## config.mk

```make
export PLATFORM = sky130hd
export DESIGN_NAME = fzd_datapath
export DESIGN_NICKNAME = d
export VERILOG_FILES = /design/src/fzd_pkg.sv /design/src/fzd_datapath.sv /design/src/fzd_divider.sv
export VERILOG_INCLUDE_DIRS = /design/src
export SDC_FILE = /design/constraint.sdc
export NUM_CORES = 1
export LEC_CHECK = 0
export ABC_AREA = 0
export ABC_CLOCK_PERIOD_IN_PS = 51500
export BUFFER_PORTS_ARGS = -buffer_cell sky130_fd_sc_hd__buf_2
export CORE_ASPECT_RATIO = 1.75
export CORE_MARGIN = 1
export CORE_UTILIZATION = 35
export DETAILED_ROUTE_END_ITERATION = 12
export SLEW_MARGIN = 20
export SYNTH_ARGS = -nofsm -noshare
export SYNTH_HDL_FRONTEND = slang
export SYNTH_SLANG_ARGS = --single-unit
```

## constraint.sdc

```tcl
create_clock -name sys_clk -period 51.5 [get_ports sys_clk]
set_clock_uncertainty 0.2 [all_clocks]
set_input_delay 7.725 -clock sys_clk [delete_from_list [all_inputs] [get_ports sys_clk]]
set_output_delay 7.725 -clock sys_clk [all_outputs]
set_load 0.01 [all_outputs]
```

## src/fzd_map.svh

```systemverilog
// grade and membership-offset constants of the fuzzy inference datapath
`ifndef FZD_MAP_SVH
`define FZD_MAP_SVH
`define FZD_ALPHA_MAX 4'hf
`define FZD_ALPHA_ZERO 4'h0
`define FZD_MF_LEFT 2'h0
`define FZD_MF_VERTEX 2'h1
`define FZD_MF_RIGHT 2'h2
`endif

```

## src/fzd_pkg.sv

```systemverilog
// types of the fuzzy inference datapath
package fzd_pkg;
   typedef enum logic [3:0] {
      FZD_OP_NONE, FZD_OP_PUSH_GRADE, FZD_OP_PUSH_NEGATED_GRADE, FZD_OP_PUSH_LAST,
      FZD_OP_PUSH_HELD_RESULT, FZD_OP_AND, FZD_OP_OR, FZD_OP_STORE, FZD_OP_CON, FZD_OP_OUT
   } fzd_op_t;
endpackage
```

## src/fzd_datapath.sv

```systemverilog
// fuzzy inference datapath: fuzzify, stack, min/max, accumulate, defuzzify
`timescale 1ns/1ns
`default_nettype none
`include "fzd_map.svh"
module fzd_datapath #(
   parameter int DW = 8,
   parameter int AW = 8,
   parameter int ACCW = 20
) (
   // clock and reset
   input wire logic sys_clk,
   input wire logic reset_n,
   // instruction from the sequencer
   input wire logic opValid,
   input wire fzd_pkg::fzd_op_t opCode,
   input wire logic [DW-1:0] inputValue,
   input wire logic [AW-1:0] mfAddr,
   input wire logic [DW-1:0] conConst,
   input wire logic [AW-1:0] outDest,
   output logic opReady,
   // program memory port for membership data
   output logic progRead,
   output logic [AW-1:0] progAddr,
   input wire logic [DW-1:0] progData,
   // data memory write port
   output logic memWrite,
   output logic [AW-1:0] memAddr,
   output logic [DW-1:0] memData,
   // visible state
   output logic [3:0] lastResult,
   output logic [3:0] heldResult,
   output logic [3:0] stack0,
   output logic [3:0] stack1
);
   import fzd_pkg::*;

   typedef enum logic [2:0] {S_IDLE, S_LEFT, S_VERTEX, S_RIGHT, S_GRADE, S_DIV, S_WAIT} fzd_state_t;
   fzd_state_t state;
   logic negate;
   logic [DW-1:0] xIn;
   logic [DW-1:0] leftW;
   logic [DW-1:0] vertex;
   logic [AW-1:0] mfBase;
   logic [AW-1:0] dest;
   logic [ACCW-1:0] dividendAcc;
   logic [ACCW-1:0] divisorAcc;
   logic divStart;
   logic divDone;
   logic [DW-1:0] quotient;
   logic [3:0] alpha;
   logic pushEn;
   logic [3:0] pushVal;

   // triangular grade: scale distance from vertex against half-base
   function automatic logic [3:0] tri_grade(input logic [DW-1:0] d, input logic [DW-1:0] w);
      logic [DW+3:0] num;
      logic [DW+3:0] q;
      num = '0;
      q = '0;
      if (w == '0 || d >= w) begin
         tri_grade = `FZD_ALPHA_ZERO;
      end else begin
         num = {4'h0, w - d} * (DW+4)'(`FZD_ALPHA_MAX);
         q = num / {4'h0, w};
         tri_grade = q[3:0];
      end
   endfunction

   assign opReady = (state == S_IDLE);

   ////////////////////////////////////////////////////////////
   // fetch sequence and output sequence
   always_ff @(posedge sys_clk) begin
      if (!reset_n) begin
         state <= S_IDLE;
         negate <= 1'b0;
         xIn <= '0;
         leftW <= '0;
         vertex <= '0;
         mfBase <= '0;
         dest <= '0;
      end else begin
         case (state)
            S_IDLE: begin
               if (opValid && (opCode == FZD_OP_PUSH_GRADE || opCode == FZD_OP_PUSH_NEGATED_GRADE)) begin
                  negate <= (opCode == FZD_OP_PUSH_NEGATED_GRADE);
                  xIn <= inputValue;
                  mfBase <= mfAddr;
                  state <= S_LEFT;
               end else if (opValid && opCode == FZD_OP_OUT) begin
                  dest <= outDest;
                  state <= S_DIV;
               end
            end
            S_LEFT: state <= S_VERTEX;
            S_VERTEX: begin
               leftW <= progData;
               state <= S_RIGHT;
            end
            S_RIGHT: begin
               vertex <= progData;
               state <= S_GRADE;
            end
            S_GRADE: state <= S_IDLE;
            S_DIV: state <= S_WAIT;
            S_WAIT: if (divDone) state <= S_IDLE;
            default: state <= S_IDLE;
         endcase
      end
   end

   // membership data: left half-base, vertex, right half-base in order
   assign progRead = (state == S_LEFT) || (state == S_VERTEX) || (state == S_RIGHT);
   assign progAddr = (state == S_VERTEX) ? mfBase + AW'(`FZD_MF_VERTEX) :
                     (state == S_RIGHT) ? mfBase + AW'(`FZD_MF_RIGHT) : mfBase + AW'(`FZD_MF_LEFT);

   // right half-base arrives in S_GRADE
   always_comb begin
      if (xIn <= vertex) alpha = tri_grade(vertex - xIn, leftW);
      else alpha = tri_grade(xIn - vertex, progData);
   end

   ////////////////////////////////////////////////////////////
   // push source selection
   always_comb begin
      pushEn = 1'b0;
      pushVal = `FZD_ALPHA_ZERO;
      if (state == S_GRADE) begin
         pushEn = 1'b1;
         pushVal = negate ? `FZD_ALPHA_MAX - alpha : alpha;
      end else if (state == S_IDLE && opValid && opCode == FZD_OP_PUSH_LAST) begin
         pushEn = 1'b1;
         pushVal = lastResult;
      end else if (state == S_IDLE && opValid && opCode == FZD_OP_PUSH_HELD_RESULT) begin
         pushEn = 1'b1;
         pushVal = heldResult;
      end
   end

   // two-entry fuzzy stack
   always_ff @(posedge sys_clk) begin
      if (!reset_n) begin
         stack0 <= `FZD_ALPHA_ZERO;
         stack1 <= `FZD_ALPHA_ZERO;
      end else if (pushEn) begin
         stack0 <= pushVal;
         stack1 <= stack0;
      end
   end

   ////////////////////////////////////////////////////////////
   // min/max into last result, store into held result
   always_ff @(posedge sys_clk) begin
      if (!reset_n) begin
         lastResult <= `FZD_ALPHA_ZERO;
         heldResult <= `FZD_ALPHA_ZERO;
      end else if (state == S_IDLE && opValid) begin
         case (opCode)
            FZD_OP_AND: lastResult <= (stack0 < stack1) ? stack0 : stack1;
            FZD_OP_OR: lastResult <= (stack0 > stack1) ? stack0 : stack1;
            FZD_OP_STORE: heldResult <= lastResult;
            default: ;
         endcase
      end
   end

   ////////////////////////////////////////////////////////////
   // accumulators; cleared when the divider reports done, on the same edge that raises memWrite
   always_ff @(posedge sys_clk) begin
      if (!reset_n) begin
         dividendAcc <= '0;
         divisorAcc <= '0;
      end else if (state == S_WAIT && divDone) begin
         dividendAcc <= '0;
         divisorAcc <= '0;
      end else if (state == S_IDLE && opValid && opCode == FZD_OP_CON) begin
         // wraps silently if too many rules fire; width sized by ACCW
         dividendAcc <= dividendAcc + ACCW'({4'h0, conConst} * {{DW{1'b0}}, lastResult});
         divisorAcc <= divisorAcc + ACCW'(lastResult);
      end
   end

   assign divStart = (state == S_DIV);

   fzd_divider #(.NW(ACCW), .QW(DW)) uDiv (
      .sys_clk(sys_clk),
      .reset_n(reset_n),
      .start(divStart),
      .dividend(dividendAcc),
      .divisor(divisorAcc),
      .done(divDone),
      .quotient(quotient)
   );

   ////////////////////////////////////////////////////////////
   // data memory write of the crisp result
   always_ff @(posedge sys_clk) begin
      if (!reset_n) begin
         memWrite <= 1'b0;
         memAddr <= '0;
         memData <= '0;
      end else begin
         memWrite <= (state == S_WAIT) && divDone;
         if (state == S_WAIT && divDone) begin
            memAddr <= dest;
            memData <= quotient;
         end
      end
   end

   ////////////////////////////////////////////////////////////
   // checks
   a_and_min: assert property (@(posedge sys_clk) disable iff (!reset_n)
      (opReady && opValid && opCode == FZD_OP_AND) |=> lastResult == ($past(stack0) < $past(stack1) ? $past(stack0) : $past(stack1)))
      else $error("and result is not the minimum");
   a_or_max: assert property (@(posedge sys_clk) disable iff (!reset_n)
      (opReady && opValid && opCode == FZD_OP_OR) |=> lastResult == ($past(stack0) > $past(stack1) ? $past(stack0) : $past(stack1)))
      else $error("or result is not the maximum");
   a_store_held: assert property (@(posedge sys_clk) disable iff (!reset_n)
      (opReady && opValid && opCode == FZD_OP_STORE) |=> heldResult == $past(lastResult) && $stable(lastResult))
      else $error("store did not copy last result");
   a_push_last: assert property (@(posedge sys_clk) disable iff (!reset_n)
      (opReady && opValid && opCode == FZD_OP_PUSH_LAST) |=> stack0 == $past(lastResult) && stack1 == $past(stack0))
      else $error("push last result wrong");
   a_push_held: assert property (@(posedge sys_clk) disable iff (!reset_n)
      (opReady && opValid && opCode == FZD_OP_PUSH_HELD_RESULT) |=> stack0 == $past(heldResult))
      else $error("push held result wrong");
   a_con_divisor: assert property (@(posedge sys_clk) disable iff (!reset_n)
      (opReady && opValid && opCode == FZD_OP_CON) |=> divisorAcc == $past(divisorAcc) + ACCW'($past(lastResult)))
      else $error("divisor not accumulated");
   a_con_dividend: assert property (@(posedge sys_clk) disable iff (!reset_n)
      (opReady && opValid && opCode == FZD_OP_CON) |=>
      dividendAcc == $past(dividendAcc) + ACCW'($past(conConst)) * ACCW'($past(lastResult)))
      else $error("dividend not accumulated");
   a_grade_push: assert property (@(posedge sys_clk) disable iff (!reset_n)
      (opReady && opValid && opCode == FZD_OP_PUSH_GRADE) |-> ##5 stack1 == $past(stack0, 5))
      else $error("grade not pushed after fetch");
   a_out_write: assert property (@(posedge sys_clk) disable iff (!reset_n)
      (opReady && opValid && opCode == FZD_OP_OUT) |-> ##[3:40] memWrite)
      else $error("output never written");
   a_acc_clear: assert property (@(posedge sys_clk) disable iff (!reset_n)
      memWrite |-> divisorAcc == '0 && dividendAcc == '0)
      else $error("accumulators not cleared");
endmodule
`default_nettype wire

```

## src/fzd_divider.sv

```systemverilog
// sequential restoring divider used for defuzzification
`timescale 1ns/1ns
`default_nettype none
module fzd_divider #(
   parameter int NW = 20,
   parameter int QW = 8
) (
   // clock and reset
   input wire logic sys_clk,
   input wire logic reset_n,
   // request
   input wire logic start,
   input wire logic [NW-1:0] dividend,
   input wire logic [NW-1:0] divisor,
   // answer
   output logic done,
   output logic [QW-1:0] quotient
);
   logic [NW-1:0] rem;
   logic [NW-1:0] quo;
   logic [NW-1:0] den;
   logic [$clog2(NW+1)-1:0] cnt;
   logic busy;
   logic [NW:0] trial;
   localparam int CW = $clog2(NW+1);

   // shift one dividend bit into the remainder, then try the subtraction; a set top bit means it went negative
   assign trial = {rem, quo[NW-1]} - {1'b0, den};

   ////////////////////////////////////////////////////////////
   // one quotient bit per clock; zero divisor gives zero
   always_ff @(posedge sys_clk) begin
      if (!reset_n) begin
         rem <= '0;
         quo <= '0;
         den <= '0;
         cnt <= '0;
         busy <= 1'b0;
         done <= 1'b0;
         quotient <= '0;
      end else begin
         done <= 1'b0;
         if (start && !busy) begin
            rem <= '0;
            quo <= dividend;
            den <= divisor;
            cnt <= CW'(NW);
            busy <= 1'b1;
         end else if (busy) begin
            if (cnt == '0) begin
               busy <= 1'b0;
               done <= 1'b1;
               // saturate: quotient never exceeds output range for valid data
               quotient <= (den == '0) ? '0 : (|quo[NW-1:QW] ? '1 : quo[QW-1:0]);
            end else begin
               cnt <= cnt - 1'b1;
               if (!trial[NW]) begin
                  rem <= trial[NW-1:0];
                  quo <= {quo[NW-2:0], 1'b1};
               end else begin
                  rem <= {rem[NW-2:0], quo[NW-1]};
                  quo <= {quo[NW-2:0], 1'b0};
               end
            end
         end
      end
   end
endmodule
`default_nettype wire

```

==> results of run 1 <==
[layout by cell type, fill, tap and decap left out, types with 45 or more instances in the layout]
cell type and count:
nand2_1 321, fa_1 45, a21o_1 58, nor3_1 91
xnor2_1 81, xor2_1 57, inv_1 202, o21ai_0 104
o21a_1 64, a21oi_1 236, dfxtp_1 192, buf_2 89
ha_1 262, nor2_1 215
[per-layer routing]
metal,vias to the layer above,global-route usage (%)
met4,0,9.266
met1,8659,19.83
met2,379,41.80
met5,-,0
met3,125,2.198
li1,9029,-
[logic make-up after synthesis]
logic type | after synthesis
adder cells (fa/ha/maj) | 307
buffers and inverters | 284
flip-flops | 192
AO/OA/AOI/OAI | 692
AND/OR/NAND/NOR | 863
multiplexers | 60
XOR/XNOR | 138
[cell usage after synthesis, types with 30 or more instances]
cell | number | area share, %
a211oi_1 | 43 | 1.7
a21o_1 | 58 | 2.2
a21oi_1 | 236 | 6.1
clkbuf_1 | 71 | 1.4
dfxtp_1 | 192 | 20
fa_1 | 45 | 4.6
ha_1 | 262 | 17
inv_1 | 202 | 3.9
mux2i_1 | 33 | 1.7
nand2_1 | 321 | 6.2
nand3_1 | 37 | 0.95
nor2_1 | 215 | 4.1
nor2b_1 | 30 | 0.96
nor3_1 | 92 | 2.4
o21a_1 | 64 | 2.5
o21ai_0 | 104 | 2.7
xnor2_1 | 81 | 3.6
xor2_1 | 57 | 2.6
[path summary, 6_finish.rpt]
path / cells past startpoint / end / from
setup / recovery: 109 / stack0[0] / progData[0]
hold / removal: 2 / memData[0] / uDiv.quotient[0]
setup reg to reg: 112 / stack0[0] / xIn[0]
hold reg to reg: 2 / memData[0] / uDiv.quotient[0]
[registers in the layout, summed over array words and instances, names as in the netlist, 20 cells and up]
name         flops
uDiv.rem        20
dividendAcc     20
uDiv.quo        20
uDiv.den        20
divisorAcc      20
[per-stage QoR]
step | hold WS [ps] | setup slack, ps | utilization [%]
5_1_grt | 278.3 | 15700 | 38.62
3_3_place_gp | 235.4 | 18740 | 37.47
3_5_place_dp | 246.5 | 17940 | 37.47
4_1_cts | 256.7 | 18390 | 38.62
2_1_floorplan | 231.5 | 21420 | -
6_report | 253.5 | 18060 | 38.62
[critical path, delay by kind of cell]
family	cells	cell delay [ps]
multiplexers	2	690
XOR/XNOR	3	560
AND/OR/NAND/NOR	23	4900
adder cells (fa/ha/maj)	17	5780
AO/OA/AOI/OAI	58	12920
buffers and inverters	6	910
[cell type report]
class	instances	area [sq um]
Timing Repair Buffer	102	543.0
Clock inverter	15	210.2
Clock buffer	17	425.4
Sequential cell	192	3844
Fill cell	5754	33790
Tap cell	696	870.8
Inverter	203	764.5
Multi-Input combinational cell	2060	14610
==> results by group, run 1 <==
Outcome
  • Status: completed

Yosys
  • Yosys warns: 0
  • Synth Area in Simple Gates: about a fifth
  • EDFF count, synth: 0
  • Fraction of the mapped netlist area in compound gates: 23.25%
  • Post-synthesis sequential area ratio: 19.73%
  • Post-synth top flop: dfxtp_1
  • Post-synthesis net count: 2890
  • Largest family of logic cells by synthesized area: compound AO/OA/AOI/OAI gates
  • Synth Instances: 2536
  • #FFs+latches synth: roughly 190
  • Xor-xnor portion of the synthesized cell area: under 10%
  • Synth Cell Area: roughly 0.019 sq mm
  • Yosys cell types: 89
  • Multiplexer share of the synthesized area: 3.256%
  • Asr flop ratio synth: 0%
  • Mean Syn Cell Area: around 7.7 sq um
  • Synth Area in Adders: 21.45%

CTS
  • Htree depth: 4
  • CTS tree: yes
  • CTS Buffer Depth: 2
  • Skew-Pair Late Insertion Delay: ~470 ps
  • CTS Buf Count: 17
  • Clk slew on worst S/H paths: 90 ps
  • Clk root buf: clkbuf_16
  • CTS Sinks: 192
  • Setup Fix Bufs, Post-CTS: 0
  • Post-cts sizing count: 0
  • CTS Hold Buffers Added: 0

Global route
  • Number of global-route vias before repair: 18330
  • Largest net degree at the start of global routing: 89
  • Initial antenna violation count: 0
  • Total GRT Usage: 20.31%
  • Grt total ovfl: 0
  • First-pass GRT wire length: 92100 um

Timing
  • Fin. max-slew vios: 0
  • Worst Tran Pin Value: 1124 ps
  • RSZ-0062 raised after global routing: no
  • Final Hold Fails: 0
  • Final setup violation count: 0
  • Tcrit/Tclk final: 64.93%
  • Relative slew slack: 24.14%
  • Fin crit period: 33440 ps
  • Fmax achieved: 0.02991 GHz
  • Post-route setup TNS: 0 ps

Route
  • Pre-antenna DRT Iters: 5
  • DRC: 0
  • Detailed-route via count: 18190
  • Met2 WL: 32170 um
  • DR WL/cell: approximately 17 um
  • ANT nets after route: 0
  • M1 WL: 21030 um
  • Max layer used: met4
  • Routed wire length on met3: 1904 um
  • Vias per cell: between 5 and 6
  • Drt first-iter violations: ~800
  • Total routed wirelength: approximately 57000 um

Final layout
  • Design Area, Final: ~0.021 sq mm
  • Synth-to-Final Area Change: 9.145%
  • Diodes inserted: 0
  • Post-Layout Cell Count: 3285
  • Nets: 2930
  • Fraction of final layout cells sized beyond drive strength 1: just under 8%

Critical path
  • Worst EP arrival: 33550 ps
  • CP Data Required Time: 51610 ps
  • Critical path's slowest cell: o31ai_4
  • Worst Path Max Fanout: 18
  • CP endpoint kind: register
  • Startpoint Class: input pin
  • Worst stage delay on the critical path: 690 ps
  • CP Class: in -> reg
  • CP most frequent cell: o21a_1
  • R2r setup slk: 24790 ps

Flow run
  • Max Cap Viol: 0

Placement
  • RePlAce Congestion: around 0.93
  • Port Buffers: 89
  • Placed cell area: 0.02063 sq mm
  • DP HPWL: 46030 um
  • # placed instances: 3253

Floorplanning
  • Die width: about 180 um
  • Die Area: around 0.057 sq mm
  • Core Area: 0.05506 sq mm
  • Core Rows: ~110
  • Die H: between 300 and 400 um
  • IO Pins: 90
  • Initial Utilization: ~35%

Hold path
  • Hold Crit Class: reg -> reg
Power of run 1 is not shown: default switching activity piles up to over one toggle a cycle in this logic, so the estimate is an artifact.
==> run 2: changes to the inputs <==
--- a/config.mk
+++ b/config.mk
@@ -7,7 +7,7 @@
 export NUM_CORES = 1
 export LEC_CHECK = 0
 export ABC_AREA = 0
-export ABC_CLOCK_PERIOD_IN_PS = 51500
+export ABC_CLOCK_PERIOD_IN_PS = 31300
 export BUFFER_PORTS_ARGS = -buffer_cell sky130_fd_sc_hd__buf_2
 export CORE_ASPECT_RATIO = 1.75
 export CORE_MARGIN = 1
==> constraint.sdc (replaced) <==
create_clock -name sys_clk -period 31.3 [get_ports sys_clk]
set_clock_uncertainty 0.2 [all_clocks]
set_input_delay 4.695 -clock sys_clk [delete_from_list [all_inputs] [get_ports sys_clk]]
set_output_delay 4.695 -clock sys_clk [all_outputs]
set_load 0.01 [all_outputs]
==> run 2 against run 1 <==
  * Worst setup slack got worse by 16000 ps
  * Die area unchanged
  * Sequential share of layout area about the same
  * Cell area grew 0.18%
  * Critical path depth rose by 2
  * Hold slack gained 3.2 ps
  * Global-route usage about the same
  * Critical path type unchanged
  * Critical endpoint unchanged
==> results by group, run 2 (synthesized netlist as in run 1, its figures left out) <==
Timing
  • Fin. max-slew vios: 0 (unchanged)
  • Relative slew slack: 22.29% (-1.8 points)
  • Final WS setup: 2210 ps (-15850 ps)
  • Fmax achieved: 0.03438 GHz
  • Fin crit period: just under 30000 ps
  • Final Hold Fails: 0 (unchanged)
  • Tcrit/Tclk final: approximately 93%
  • Post-route setup TNS: 0 ps (unchanged)
  • Worst Tran Pin Value: 1166 ps (+41.90 ps)
  • RSZ-0062 raised after global routing: no
  • Final setup violation count: 0 (unchanged)

CTS
  • Clk slew on worst S/H paths: 80 ps (about the same)
  • CTS Hold Buffers Added: 0 (unchanged)
  • Skew-Pair Late Insertion Delay: 460 ps (about the same)
  • Clk root buf: clkbuf_16
  • CTS Buf Count: 17 (unchanged)
  • CTS tree: yes
  • CTS Sinks: 192 (unchanged)
  • CTS Buffer Depth: 2 (unchanged)
  • Htree depth: 4 (unchanged)

Final layout
  • Most common cell after layout, fill and taps aside: nand2_1
  • Post-Layout Cell Count: 3288 (+0.091%)
  • Diodes inserted: 0 (unchanged)
  • Most frequent cells in the layout: 321 x nand2_1, 262 x ha_1, 236 x a21oi_1
  • Core Util, Final: 38.69% (+0.070 points)
  • Synth-to-Final Area Change: 9.344%
  • Nets: 2933 (+0.10%)
  • Filler cells: 5727 (-0.47%)
  • Fraction of final layout cells sized beyond drive strength 1: 8.025% (+0.26 points)

Critical path
  • Worst EP arrival: 29190 ps (-4360 ps)
  • CP endpoint kind: register
  • Worst Path Max Fanout: 14 (-4)
  • CP Class: in -> reg
  • R2r setup slk: 4560 ps (-20230 ps)
  • CP most frequent cell: o21a_1
  • Critical path's slowest cell: fa_1
  • Critical Path Start: progData[0]
  • Worst reg2reg path startpoint: xIn[0]
  • R2r worst-path depth: 114 (+1.8%)
  • Startpoint Class: input pin
  • CP Data Required Time: 31400 ps (-20210 ps)
  • Worst stage delay on the critical path: 520 ps (-170 ps)
  • RR Endpoint: stack0[0]

Route
  • ANT nets after route: 0 (unchanged)
  • Vias per cell: 5.544 (+0.11%)
  • DRC: 0 (unchanged)
  • Drt first-iter violations: 819 (-0.61%)
  • Detailed-route via count: 18230 (+0.20%)
  • Pre-antenna DRT Iters: 7 (+2)
  • DR WL/cell: 17.42 um (-0.37%)
  • Total routed wirelength: 57290 um (-0.28%)

Placement
  • Setup WS pre-CTS: 916.7 ps (-17020 ps)
  • RePlAce Congestion: 0.9345 (+0.15%)
  • # placed instances: 3253 (unchanged)
  • Port Buffers: 89 (unchanged)
  • DP HPWL: 46060 um (about the same)

Global route
  • Grt total ovfl: 0 (unchanged)
  • Initial antenna violation count: 0 (unchanged)
  • Total GRT Usage: 20.32% (about the same)
  • First-pass GRT wire length: 92430 um (+0.35%)
  • Number of global-route vias before repair: 18670 (+1.9%)
  • Largest net degree at the start of global routing: 88 (-1.1%)

Hold path
  • Hold_sp: dest[3]
  • Hold depth: 2 (unchanged)
  • Hold Crit Class: reg -> reg
  • Hold EP: memAddr[3]

Flow run
  • Max Cap Viol: 0 (unchanged)

Outcome
  • Status: completed

Floorplanning
  • Die Area: 0.05665 sq mm (unchanged)
  • Initial Utilization: 35.39% (unchanged)
  • IO Pins: 90 (unchanged)
  • Core Area: 0.05506 sq mm (unchanged)
  • Die width: 180.4 um (unchanged)
  • Core Rows: 114 (unchanged)
  • Die H: 314.1 um (unchanged)
## run 2: cell count changes in the layout (fill, tap and decap cells not counted), sizes merged
cell | previous run | this run
buf | 102 | 105
bufinv | 0 | 1
clkbuf | 17 | 18
clkinv | 9 | 4
clkinvlp | 1 | 0
inv | 208 | 212
## run 2: stage by stage
stage               hold WS, ps  instance area, sq um
floorplan                 231.5                 19480
global placement          235.4                 20630
detailed placement        246.9                 20630
CTS                       258.9                 21250
global route              282.8                 21300
finish                    256.6                 21300
## run 2: area by class of cell
class	instances	area, sq um	area share (%)
clock buffer	18	439.2	2.061
tap	696	870.8	4.088
multi-input combinational	2060	14640	68.71
sequential	192	3844	18.04
inverter	203	764.5	3.588
timing repair buffer	105	565.5	2.655
clock inverter	14	182.7	0.8575
## run 2: repair_timing
item	4_1_cts	5_1_grt
hold endpoints to repair	0	0
setup endpoints to repair	0	1
gates resized for setup	0	5
setup buffers	0	3
## run 2: how the worst max path moves through the flow
stage                      to  slack, ps  cells past startpoint
floorplan           stack0[0]       4250                    111
global placement    stack0[0]       1570                    109
detailed placement  stack0[0]        920                    109
CTS                 stack0[0]       1280                    109
global route        stack0[0]        130                    111
finish              stack0[0]       2210                    111
## run 2: layer usage
layer,up-vias,track usage [%],wire (um)
met5,-,0,0
met4,0,11.05,2879
met3,135,2.117,1731
met2,381,41.26,31450
met1,8667,19.69,21230
li1,9045,-,-
## run 2: critical path: cells and delay by family
family | cells | cell delay (ps)
simple gates | 24 | 4740
compound gates | 56 | 11240
buf+inv | 7 | 1090
xor+xnor | 3 | 590
mux | 4 | 1320
fa+ha+maj | 17 | 5600
Power of run 2 is left out for the same reason.
